<file path="config.mk">
export PLATFORM = sky130hd
export DESIGN_NAME = mcs_sideband
export DESIGN_NICKNAME = d
export VERILOG_FILES = /design/src/mcs_pkg.sv /design/src/mcs_sideband.sv
export VERILOG_INCLUDE_DIRS = /design/src
export SDC_FILE = /design/constraint.sdc
export NUM_CORES = 1
export LEC_CHECK = 0
export ABC_CLOCK_PERIOD_IN_PS = 1950
export BUFFER_PORTS_ARGS = -buffer_cell sky130_fd_sc_hd__buf_2
export CAP_MARGIN = 20
export CORE_MARGIN = 4
export CORE_UTILIZATION = 52
export DETAILED_ROUTE_END_ITERATION = 10
export GPL_ROUTABILITY_DRIVEN = 0
export PLACE_DENSITY = 0.86
export SYNTH_ARGS = -nofsm -noshare
export SYNTH_HDL_FRONTEND = slang
export SYNTH_SLANG_ARGS = --single-unit
</file>
<file path="constraint.sdc">
create_clock -name clk_sys -period 1.95 [get_ports clk_sys]
set_clock_uncertainty 0.05 [all_clocks]
set_input_delay 0.195 -clock clk_sys [delete_from_list [all_inputs] [get_ports clk_sys]]
set_output_delay 0.195 -clock clk_sys [all_outputs]
set_load 0.01 [all_outputs]
</file>
<file path="src/mcs_defs.svh">
`ifndef MCS_DEFS_SVH
`define MCS_DEFS_SVH

// ----------------------------------------------------------------
// Register offsets
// ----------------------------------------------------------------
`define MCS_ADDR_INIT_STATUS 8'h02
`define MCS_ADDR_FLAGS       8'h03
`define MCS_ADDR_DIAG_HI     8'h16
`define MCS_ADDR_DIAG_LO     8'h17
`define MCS_ADDR_POWER_CTL   8'h5d
`define MCS_ADDR_ID_BASE     8'h80

// ----------------------------------------------------------------
// Field positions and reset values
// ----------------------------------------------------------------
`define MCS_BIT_DNR          0
`define MCS_BIT_PWR_OVERRIDE 0
`define MCS_BIT_PWR_SET      1
`define MCS_BIT_HP_CLASS     2
`define MCS_PWR_CTL_RESET    3'h0
`define MCS_FLAGS_RESET      8'h00

// ----------------------------------------------------------------
// Timing
// ----------------------------------------------------------------
`define MCS_CLK_NS           25
`define MCS_RESET_PULSE_NS   10000
`define MCS_INIT_NS          2000000

`endif

</file>
<file path="src/mcs_pkg.sv">
package mcs_pkg;

  // ----------------------------------------------------------------
  // Register access from the serial engine
  // ----------------------------------------------------------------
  typedef struct packed {
    logic       valid;
    logic       write;
    logic [7:0] addr;
    logic [7:0] wdata;
  } mcs_req_s;

  typedef struct packed {
    logic       valid;
    logic [7:0] rdata;
  } mcs_rsp_s;

  // ----------------------------------------------------------------
  // Reset sequencer states
  // ----------------------------------------------------------------
  typedef enum logic [1:0] {
    ST_RUN  = 2'b00,
    ST_LOWQ = 2'b01,
    ST_HELD = 2'b10,
    ST_INIT = 2'b11
  } mcs_state_e;

endpackage

</file>
<file path="src/mcs_sideband.sv">
`timescale 1ns/1ps
`include "mcs_defs.svh"
// Summary of operation
// - Register requests are served while the module select pin is low.
// - With select high, no request is taken and the data line is never driven.
// - Select input idles high, so an undriven pin leaves the module deselected.
// - Reset input idles high, so an undriven pin keeps the module running.
// - Reset low beyond the minimum pulse returns all user settings to defaults.
// - Initialisation interval starts at the rising edge ending the reset pulse.
// - After initialisation attention goes low with data-not-ready cleared.
// - Power-up posts the same completion attention without a reset pulse.
// - Low-power input idles high; a high level requests low-power mode.
// - Power mode follows the pin plus override, power-set and high-class bits.
// - Presence output is tied low; the host pulls it up.
// - Attention goes low for any latched fault or status flag.
// - Completion attention clears once status read with zero and flags read.
// - Identification bytes and live diagnostics are readable over the bus.
module mcs_sideband
  import mcs_pkg::*;
#(
  parameter int                RESET_PULSE_NS = `MCS_RESET_PULSE_NS,
  parameter int                INIT_NS        = `MCS_INIT_NS,
  parameter int                FLAG_W         = 8,
  parameter logic [128*8-1:0]  ID_CONTENTS    = '0
) (
  input  wire logic            clk_sys,
  input  wire logic            sys_rst,
  input  wire logic            module_select_n,
  input  wire logic            module_reset_n,
  input  wire logic            low_power_request,
  input  wire logic            scl_in,
  input  wire logic            sda_in,
  input  wire logic            sda_pull_req,
  input  wire mcs_req_s        reg_req,
  input  wire logic [FLAG_W-1:0] fault_event,
  input  wire logic [15:0]     diag_value,
  output logic                 scl_sync,
  output logic                 sda_sync,
  output logic                 scl_rise,
  output logic                 scl_fall,
  output logic                 bus_selected,
  output logic                 sda_out,
  output logic                 sda_oe_n,
  output mcs_rsp_s             reg_rsp,
  output logic                 attention_n_out,
  output logic                 attention_n_oe_n,
  output logic                 presence_detect_n,
  output logic                 low_power_active,
  output logic                 high_class_active,
  output logic                 module_in_reset
);
  // ----------------------------------------------------------------
  // Timing counts
  // ----------------------------------------------------------------
  localparam int RST_CYC_RAW  = (RESET_PULSE_NS + `MCS_CLK_NS - 1) / `MCS_CLK_NS;
  localparam int RST_CYC      = (RST_CYC_RAW < 1) ? 1 : RST_CYC_RAW;
  localparam int INIT_CYC_RAW = INIT_NS / `MCS_CLK_NS;
  localparam int INIT_CYC     = (INIT_CYC_RAW < 1) ? 1 : INIT_CYC_RAW;
  localparam int CNT_MAX      = (RST_CYC > INIT_CYC) ? RST_CYC : INIT_CYC;
  localparam int CW           = $clog2(CNT_MAX + 1);
  if (FLAG_W < 1 || FLAG_W > 8 || RESET_PULSE_NS < 1 || INIT_NS < 1) begin : g_chk_param
    $error("FLAG_W must be 1 to 8 and timing parameters positive");
  end
  // ----------------------------------------------------------------
  // Pin synchronisers
  // ----------------------------------------------------------------
  logic [4:0] pin_raw;
  logic [4:0] pin_s1_r;
  logic [4:0] pin_s2_r;
  logic       scl_prev_r;
  assign pin_raw = {sda_in, scl_in, low_power_request, module_reset_n, module_select_n};
  always_ff @(posedge clk_sys) begin
    if (sys_rst) begin
      pin_s1_r   <= 5'h1f;
      pin_s2_r   <= 5'h1f;
      scl_prev_r <= 1'b1;
    end else begin
      pin_s1_r   <= pin_raw;
      pin_s2_r   <= pin_s1_r;
      scl_prev_r <= pin_s2_r[3];
    end
  end
  logic sel_n_s;
  logic rst_n_s;
  logic lp_s;
  assign sel_n_s  = pin_s2_r[0];
  assign rst_n_s  = pin_s2_r[1];
  assign lp_s     = pin_s2_r[2];
  assign scl_sync = pin_s2_r[3];
  assign sda_sync = pin_s2_r[4];
  assign scl_rise = pin_s2_r[3] & ~scl_prev_r;
  assign scl_fall = ~pin_s2_r[3] & scl_prev_r;
  // ----------------------------------------------------------------
  // Select gating of the serial bus
  // ----------------------------------------------------------------
  logic req_taken;
  assign bus_selected = ~sel_n_s;
  assign sda_out      = 1'b0;
  assign sda_oe_n     = ~(bus_selected & sda_pull_req);
  assign req_taken    = reg_req.valid & bus_selected;
  // ----------------------------------------------------------------
  // Reset sequencer
  // ----------------------------------------------------------------
  mcs_state_e    state_r;
  mcs_state_e    state_nxt;
  logic [CW-1:0] cnt_r;
  logic [CW-1:0] cnt_nxt;
  logic          init_done;
  always_comb begin
    state_nxt = state_r;
    cnt_nxt   = cnt_r;
    init_done = 1'b0;
    case (state_r)
      ST_RUN: begin
        if (!rst_n_s) begin
          state_nxt = ST_LOWQ;
          cnt_nxt   = CW'(1);
        end
      end
      ST_LOWQ: begin
        if (rst_n_s) begin
          state_nxt = ST_RUN;
        end else if (cnt_r >= CW'(RST_CYC)) begin
          state_nxt = ST_HELD;
        end else begin
          cnt_nxt = cnt_r + CW'(1);
        end
      end
      ST_HELD: begin
        if (rst_n_s) begin
          state_nxt = ST_INIT;
          cnt_nxt   = '0;
        end
      end
      ST_INIT: begin
        if (!rst_n_s) begin
          state_nxt = ST_LOWQ;
          cnt_nxt   = CW'(1);
        end else if (cnt_r >= CW'(INIT_CYC - 1)) begin
          state_nxt = ST_RUN;
          init_done = 1'b1;
        end else begin
          cnt_nxt = cnt_r + CW'(1);
        end
      end
      default: begin
        state_nxt = ST_INIT;
        cnt_nxt   = '0;
      end
    endcase
  end
  always_ff @(posedge clk_sys) begin
    if (sys_rst) begin
      state_r <= ST_INIT;
      cnt_r   <= '0;
    end else begin
      state_r <= state_nxt;
      cnt_r   <= cnt_nxt;
    end
  end
  logic dnr;
  assign dnr             = (state_r == ST_HELD) || (state_r == ST_INIT);
  assign module_in_reset = dnr;
  // ----------------------------------------------------------------
  // Registers, flags and completion attention
  // ----------------------------------------------------------------
  logic [2:0]        pwr_r;
  logic [2:0]        pwr_nxt;
  logic [FLAG_W-1:0] flag_r;
  logic [FLAG_W-1:0] flag_nxt;
  logic              cmpl_r;
  logic              cmpl_nxt;
  logic              dnr_seen_r;
  logic              dnr_seen_nxt;
  logic              flag_seen_r;
  logic              flag_seen_nxt;
  mcs_rsp_s          rsp_r;
  mcs_rsp_s          rsp_nxt;
  logic              rd;
  logic              wr;
  logic              rd_status;
  logic              rd_flags;
  logic [7:0]        rdata;
  logic [6:0]        id_idx;
  assign rd        = req_taken & ~reg_req.write;
  assign wr        = req_taken & reg_req.write;
  assign rd_status = rd && (reg_req.addr == `MCS_ADDR_INIT_STATUS);
  assign rd_flags  = rd && (reg_req.addr == `MCS_ADDR_FLAGS);
  assign id_idx    = reg_req.addr[6:0];
  always_comb begin
    rdata = 8'h00;
    if (reg_req.addr == `MCS_ADDR_INIT_STATUS) begin
      rdata[`MCS_BIT_DNR] = dnr;
    end else if (reg_req.addr == `MCS_ADDR_FLAGS) begin
      rdata[FLAG_W-1:0] = flag_r;
    end else if (reg_req.addr == `MCS_ADDR_DIAG_HI) begin
      rdata = diag_value[15:8];
    end else if (reg_req.addr == `MCS_ADDR_DIAG_LO) begin
      rdata = diag_value[7:0];
    end else if (reg_req.addr == `MCS_ADDR_POWER_CTL) begin
      rdata[2:0] = pwr_r;
    end else if (reg_req.addr >= `MCS_ADDR_ID_BASE) begin
      rdata = ID_CONTENTS[id_idx*8 +: 8];
    end
  end
  always_comb begin
    pwr_nxt       = pwr_r;
    flag_nxt      = flag_r;
    cmpl_nxt      = cmpl_r;
    dnr_seen_nxt  = dnr_seen_r;
    flag_seen_nxt = flag_seen_r;
    rsp_nxt       = '0;
    if (req_taken) begin
      rsp_nxt.valid = 1'b1;
      rsp_nxt.rdata = reg_req.write ? 8'h00 : rdata;
    end
    if (wr && reg_req.addr == `MCS_ADDR_POWER_CTL) begin
      pwr_nxt = reg_req.wdata[2:0];
    end
    if (rd_flags) begin
      flag_nxt = '0;
    end
    flag_nxt = flag_nxt | fault_event;
    if (cmpl_r) begin
      if (rd_status && !dnr) begin
        dnr_seen_nxt = 1'b1;
      end
      if (rd_flags) begin
        flag_seen_nxt = 1'b1;
      end
      if (dnr_seen_nxt && flag_seen_nxt) begin
        cmpl_nxt = 1'b0;
      end
    end
    if (dnr) begin
      pwr_nxt       = `MCS_PWR_CTL_RESET;
      flag_nxt      = FLAG_W'(`MCS_FLAGS_RESET);
      cmpl_nxt      = init_done;
      dnr_seen_nxt  = 1'b0;
      flag_seen_nxt = 1'b0;
    end
  end
  always_ff @(posedge clk_sys) begin
    if (sys_rst) begin
      pwr_r       <= `MCS_PWR_CTL_RESET;
      flag_r      <= FLAG_W'(`MCS_FLAGS_RESET);
      cmpl_r      <= 1'b0;
      dnr_seen_r  <= 1'b0;
      flag_seen_r <= 1'b0;
      rsp_r       <= '0;
    end else begin
      pwr_r       <= pwr_nxt;
      flag_r      <= flag_nxt;
      cmpl_r      <= cmpl_nxt;
      dnr_seen_r  <= dnr_seen_nxt;
      flag_seen_r <= flag_seen_nxt;
      rsp_r       <= rsp_nxt;
    end
  end
  assign reg_rsp = rsp_r;
  // ----------------------------------------------------------------
  // Outputs
  // ----------------------------------------------------------------
  logic lp_nxt;
  logic hc_nxt;
  logic attn_r;
  logic lp_r;
  logic hc_r;
  always_comb begin
    if (pwr_r[`MCS_BIT_PWR_OVERRIDE]) begin
      lp_nxt = pwr_r[`MCS_BIT_PWR_SET];
    end else begin
      lp_nxt = lp_s;
    end
    hc_nxt = ~lp_nxt & pwr_r[`MCS_BIT_HP_CLASS];
  end
  always_ff @(posedge clk_sys) begin
    if (sys_rst) begin
      attn_r <= 1'b0;
      lp_r   <= 1'b1;
      hc_r   <= 1'b0;
    end else begin
      attn_r <= cmpl_nxt | (|flag_nxt);
      lp_r   <= lp_nxt;
      hc_r   <= hc_nxt;
    end
  end
  assign attention_n_out   = 1'b0;
  assign attention_n_oe_n  = ~attn_r;
  assign presence_detect_n = 1'b0;
  assign low_power_active  = lp_r;
  assign high_class_active = hc_r;
endmodule // mcs_sideband

</file>
Word level (Yosys, flattened, before mapping)
Cells that the tools add are included.

operators by class
  add/sub/neg operators = 1
  order comparisons = 3
  eq/ne operators = 15
  shift operators = 1
  multiplexer cells = 37
  bitwise operators = 17
  reduce and logical (&&, ||, !) cells = 14

operators by type and width
  kind                                                                             number
  1024-bit by 11-bit variable part select with 8-bit output, first input constant  1
  17-bit two-way mux                                                               6
  17-bit case mux with 4 select lines                                              1
  8-bit two-way mux                                                                7
  17-bit by 1-bit adder with 17-bit output, second input constant                  1
  17-bit >= comparator, second input constant                                      1
  17-bit by 9-bit >= comparator with 1-bit output, second input constant           1
  8-bit by 2-bit equality test with 1-bit output, second input constant            2
  8-bit by 5-bit equality test with 1-bit output, second input constant            2
  1-bit two-way mux                                                                12
  2-bit two-way mux                                                                6
  9-bit two-way mux                                                                1
  3-bit != test, second input constant                                             3
  8-bit by 7-bit equality test with 1-bit output, second input constant            1
  8-bit >= comparator, second input constant                                       1
  2-bit != test, second input constant                                             4
  1-bit NOT                                                                        8
  8-bit bitwise OR                                                                 1
  2-bit case mux with 4 select lines                                               1
  8-bit OR reduction                                                               1
  1-bit bitwise AND                                                                7
  7-bit two-way mux                                                                1
  1-bit logical AND                                                                5
  5-bit two-way mux                                                                1
  12 further kinds                                                                 13

storage, ports and cells
  bits in registers = 56
  input port bits = 50
  output and inout bits = 22
  word-level logic and storage cells = 104

Longest topological paths before layout
  depth in word-level cells = 12
  depth in mapped cells = 8
  depth with buffers taken out = 6

Least setup slack after synthesis
Ideal clock, no wire load.

  path kind = flip-flop to flip-flop
  from = register cnt_r[0]
  to = register cnt_r[10]
  library setup time = 0.088 ns
  data arrival time = 1.610 ns
  required time = 1.812 ns
  path slack = 0.201 ns
  stages on the path, launching flop included = 8
  buffers on the path = 2
  period minus slack after synthesis = 1.749 ns
  path through = dfxtp_1 ha_1 o2111ai_1 a21bo_1 buf_6 buf_6 a31oi_1 a311oi_2

on the way
  word-level cells in the longest chain between the ends = 4
  elaborated cells on any way between the ends = 11
  those cells by class = add/sub (1); order compare (2); eq/ne (2); mux (5); reduce/logical (1)

ends and longest elaborated chain
  element                                   RTL line                                  text
  start, declared                           mcs_sideband.sv:106                       logic [CW-1:0] cnt_r;
  start signal, assigned                    mcs_sideband.sv:158                       cnt_r <= cnt_nxt;
  17-bit by 1-bit adder with 17-bit output  mcs_sideband.sv:126, mcs_sideband.sv:143
  17-bit two-way mux (on tied branches)     mcs_sideband.sv:139, mcs_sideband.sv:123
  17-bit two-way mux (on tied branches)     mcs_sideband.sv:136, mcs_sideband.sv:121
  17-bit case mux with 4 select lines       mcs_sideband.sv:113                       case (state_r)

Several ways; a longest one is shown, not always the timed one. The select of a mux whose other input is x is not followed.
A chain may end at the register's enable or synchronous reset.

Final worst setup path
  from = register cnt_r[16]
  to = register cnt_r[13]

on the way
  word-level cells in the longest chain between the ends = 3
  elaborated cells on any way between the ends = 5
  those cells by class = order compare (2); eq/ne (2); reduce/logical (1)

ends and longest elaborated chain
  element                                                                                  RTL line
  17-bit >= comparator or 17-bit by 9-bit >= comparator with 1-bit output (tied branches)  mcs_sideband.sv:139, mcs_sideband.sv:123
  3-bit != test (no line) or 2-bit != test (tied branches)                                 n/a
  5-bit AND reduction (no line) *                                                          n/a

Mark *: on every way between the ends. The rest lies on a longest branch, timed or not.

==> flow_metrics.env <==
export IMPL_arrival_ns=2.02
export IMPL_ys_ff_latch=56
export IMPL_cts_tree="done"
export IMPL_synth_most_common_cell="dfxtp_1"
export IMPL_finalMaxSlewViolations=0
export IMPL_via_count=2528
export IMPL_drtIter0Drc=242
export IMPL_worst_pin_slew_ns=0.505
export IMPL_synth_edf_count=0
export IMPL_r2r_cells=6
export IMPL_ys_warn_count=0
export IMPL_synth_area_um2=2700
export IMPL_hold_class="in2reg"
export IMPL_drt_pass1_iterations=5
export IMPL_muxShareOfSynthArea_pct=1.11
export IMPL_die_width_um=80.0
export IMPL_clk_latency_ns=0.31
export IMPL_hold_depth=2
export IMPL_drt_wl_total_um=6500
export IMPL_wl_met2_um=3060
export IMPL_grt_pass1_wl_um=10800
export IMPL_leakagePower_nw=1.29
export IMPL_synth_compound_area_share_pct=22.9
export IMPL_max_cap_violations=0
export IMPL_avgSynthCellArea_um2=9.05
export IMPL_outcome="finished clean"
export IMPL_synth_main_ff_cell="dfxtp_1"
export IMPL_core_region_area_um2=4880
export IMPL_multi_input_comb_area_um2=1420
export IMPL_layout_nets=418
export IMPL_final_seq_area_um2=1130
export IMPL_grt_total_usage_pct=21.0
export IMPL_root_buffer="clkbuf_8"
export IMPL_sw_frac_of_total_pct=23.8
export IMPL_powerDensity_nw_per_um2=671
export IMPL_finalSetupViolCount=0
export IMPL_numCtsBuffers=5
export IMPL_die_area_um2=6400
export IMPL_final_fill_count=396
export IMPL_relSlewSlack_pct=66.2
export IMPL_numPortBuffers=63
export IMPL_topRoutingLayerUsed="met4"
export IMPL_seq_area_frac_synth_pct=41.6
export IMPL_synth_adder_area_share_pct=0.928
export IMPL_fmax_mhz=555
export IMPL_ys_types=61
export IMPL_synth_top_family_by_area="simple AND/OR/NAND/NOR gates"
export IMPL_ios=72
export IMPL_grt_overflow=0
export IMPL_startpoint_type="register"
export IMPL_antenna_cells=0
export IMPL_synth_area_top_cells="dfxtp_1, nor2_1, a311oi_1"
export IMPL_postRouteAntennaNets=0
export IMPL_route_met3_wl_um=635
export IMPL_path_class="reg2reg"
export IMPL_cp_data_required_time_ns=2.17
export IMPL_ir_worst_vdd_uv=373
export IMPL_p_int_w=0.00166
export IMPL_period_needed_ns=1.80
export IMPL_netlist_top_cells_count="dfxtp_1, nor2_1, a21oi_1, nand2_1, inv_1"
export IMPL_area_growth_pct=20.4
export IMPL_combinationalPowerShare_pct=10.0
export IMPL_die_h_um=80.0
export IMPL_post_route_period_util_pct=92.4
export IMPL_rows=25
export IMPL_synth_top_area_share_pct=41.6
export IMPL_viasPerCell=5.82
export IMPL_post_cts_buffers=0
export IMPL_async_flop_share_pct=0
export IMPL_p_switching_w=0.000519
export IMPL_grt_pass1_vias=2408
export IMPL_endpoint_kind="register"
export IMPL_clk_pin_slew_worst_paths_ns=0.10
export IMPL_tns_ns=0
export IMPL_seq_power_share_pct=54.6
export IMPL_clock_sinks=56
export IMPL_wl_met1_um=2730
export IMPL_hold_violations=0
export IMPL_yosys_area_share_simple_pct=26.9
export IMPL_cp_max_fo=7
export IMPL_avgRoutedWirePerCell_um=15.0
export IMPL_drc=0
export IMPL_grt_max_degree=35
export IMPL_drive_gt1_share_pct=33.5
export IMPL_start_util_pct=55.3
export IMPL_grt_antenna_before_repair=0
export IMPL_clockBufferDepth=2
export IMPL_yosysTopAreaCell="dfxtp_1"
export IMPL_synthCells=298
export IMPL_rsz0062_at_grt="false"
export IMPL_power_w=0.00218
export IMPL_dp_hpwl_um=4850
export IMPL_synth_xor_area_share_pct=0
export IMPL_htreeDepth=2
export IMPL_power_frac_clock_pct=35.4
[critical path, stage by stage (launching register included)]
cell      delay [ns]
dfxtp_1         0.47
o21ai_0         0.16
o311a_4         0.35
a21bo_1         0.21
buf_4           0.16
a311oi_1        0.23
a31o_1          0.13
[stage by stage]
step	util, %	instances	hold slack (ns)	instance area, µm²	setup slack (ns)
2_1_floorplan	-	300	0.249	2700	0.201
3_3_place_gp	63.9	426	0.330	3120	0.172
3_5_place_dp	63.9	426	0.334	3120	0.137
4_1_cts	66.2	434	0.00508	3230	0.0841
5_1_grt	66.5	434	0.0155	3250	0.000344
6_report	66.5	434	0.0151	3250	0.148
[placed cells by master, fill, tap and decap left out, types with 2 or more instances in the layout]
cell type and n:
nor4_1 5, nand2b_1 9, a311oi_1 10, nor4b_2 2, nand4b_1 2, inv_1 13
or2_2 12, clkbuf_8 5, nor3b_1 2, o21ai_0 7, dfxtp_2 7, dfxtp_1 49
nor2_1 32, buf_4 16, conb_1 3, buf_2 63, and4_1 3, mux2i_1 3
nand3b_1 2, nand4_1 5, a31oi_1 9, a21oi_1 17, a22oi_1 3, nor3_1 3
nor2b_1 4, and3_1 7, nand3_1 6, and2_1 4, nand2_1 16, nor4_2 2
a222oi_1 7, o221ai_1 2, a41oi_1 4, a311oi_2 2
[power groups by stage]
stage	Combinational, W	Clock, W	Sequential [W]
after floorplan	0.000127	0	0.00121
after global placement	0.000209	0	0.00121
after detailed placement	0.000216	0	0.00121
after CTS	0.000218	0.000784	0.00119
after global routing	0.000243	0.000815	0.00119
final	0.000219	0.000771	0.00119
[worst paths after layout]
check | slack, ns | to | start
setup / recovery | 0.15 | cnt_r[13] | cnt_r[16]
hold / removal | 0.02 | pin_s1_r[3] | scl_in
setup reg to reg | 0.15 | cnt_r[13] | cnt_r[16]
hold reg to reg | 0.37 | pin_s2_r[1] | pin_s1_r[1]
[timing repair]
item,4_1_cts,5_1_grt
hold buffers,0,0
endpoints found under the setup margin,0,15
resized for setup,0,9
endpoints found under the hold margin,0,0
[sequential cells by signal (all words and copies together) (netlist names), named ones only]
signal and cells:
cmpl_r 1, reg_rsp 9, dnr_seen_r 1, low_power_active 1, high_class_active 1, flag_seen_r 1, cnt_r 17, pin_s1_r 5
state_r 1, pin_s2_r 5, scl_prev_r 1, flag_r 8, pwr_r 3, attn_r 1
[final cells by class]
cell class | count | area share, %
flip-flops and latches | 56 | 34.8
inverters | 13 | 1.50
repair buffers | 80 | 14.0
well taps | 67 | 2.58
clock inverters | 2 | 1.19
clock buffers | 6 | 2.24
multi-input cells | 210 | 43.7
[metal layers]
metal  vias to the layer above  global-route usage (%)
met5                         -                       0
met4                         0                    5.74
met3                         8                    5.30
met2                       103                    35.4
met1                      1184                    26.5
li1                       1233                       -
[cells by family (layout without fill, tap and decap cells)]
logic type	count (synthesis)	after routing
AOI/OAI and AO/OA	77	77
adders and majority gates	2	2
buffers and inverters	34	101
DFF	56	56
muxes	3	3
other	1	3
and+or+nand+nor	125	125
Power figures use the tool's default switching activity.
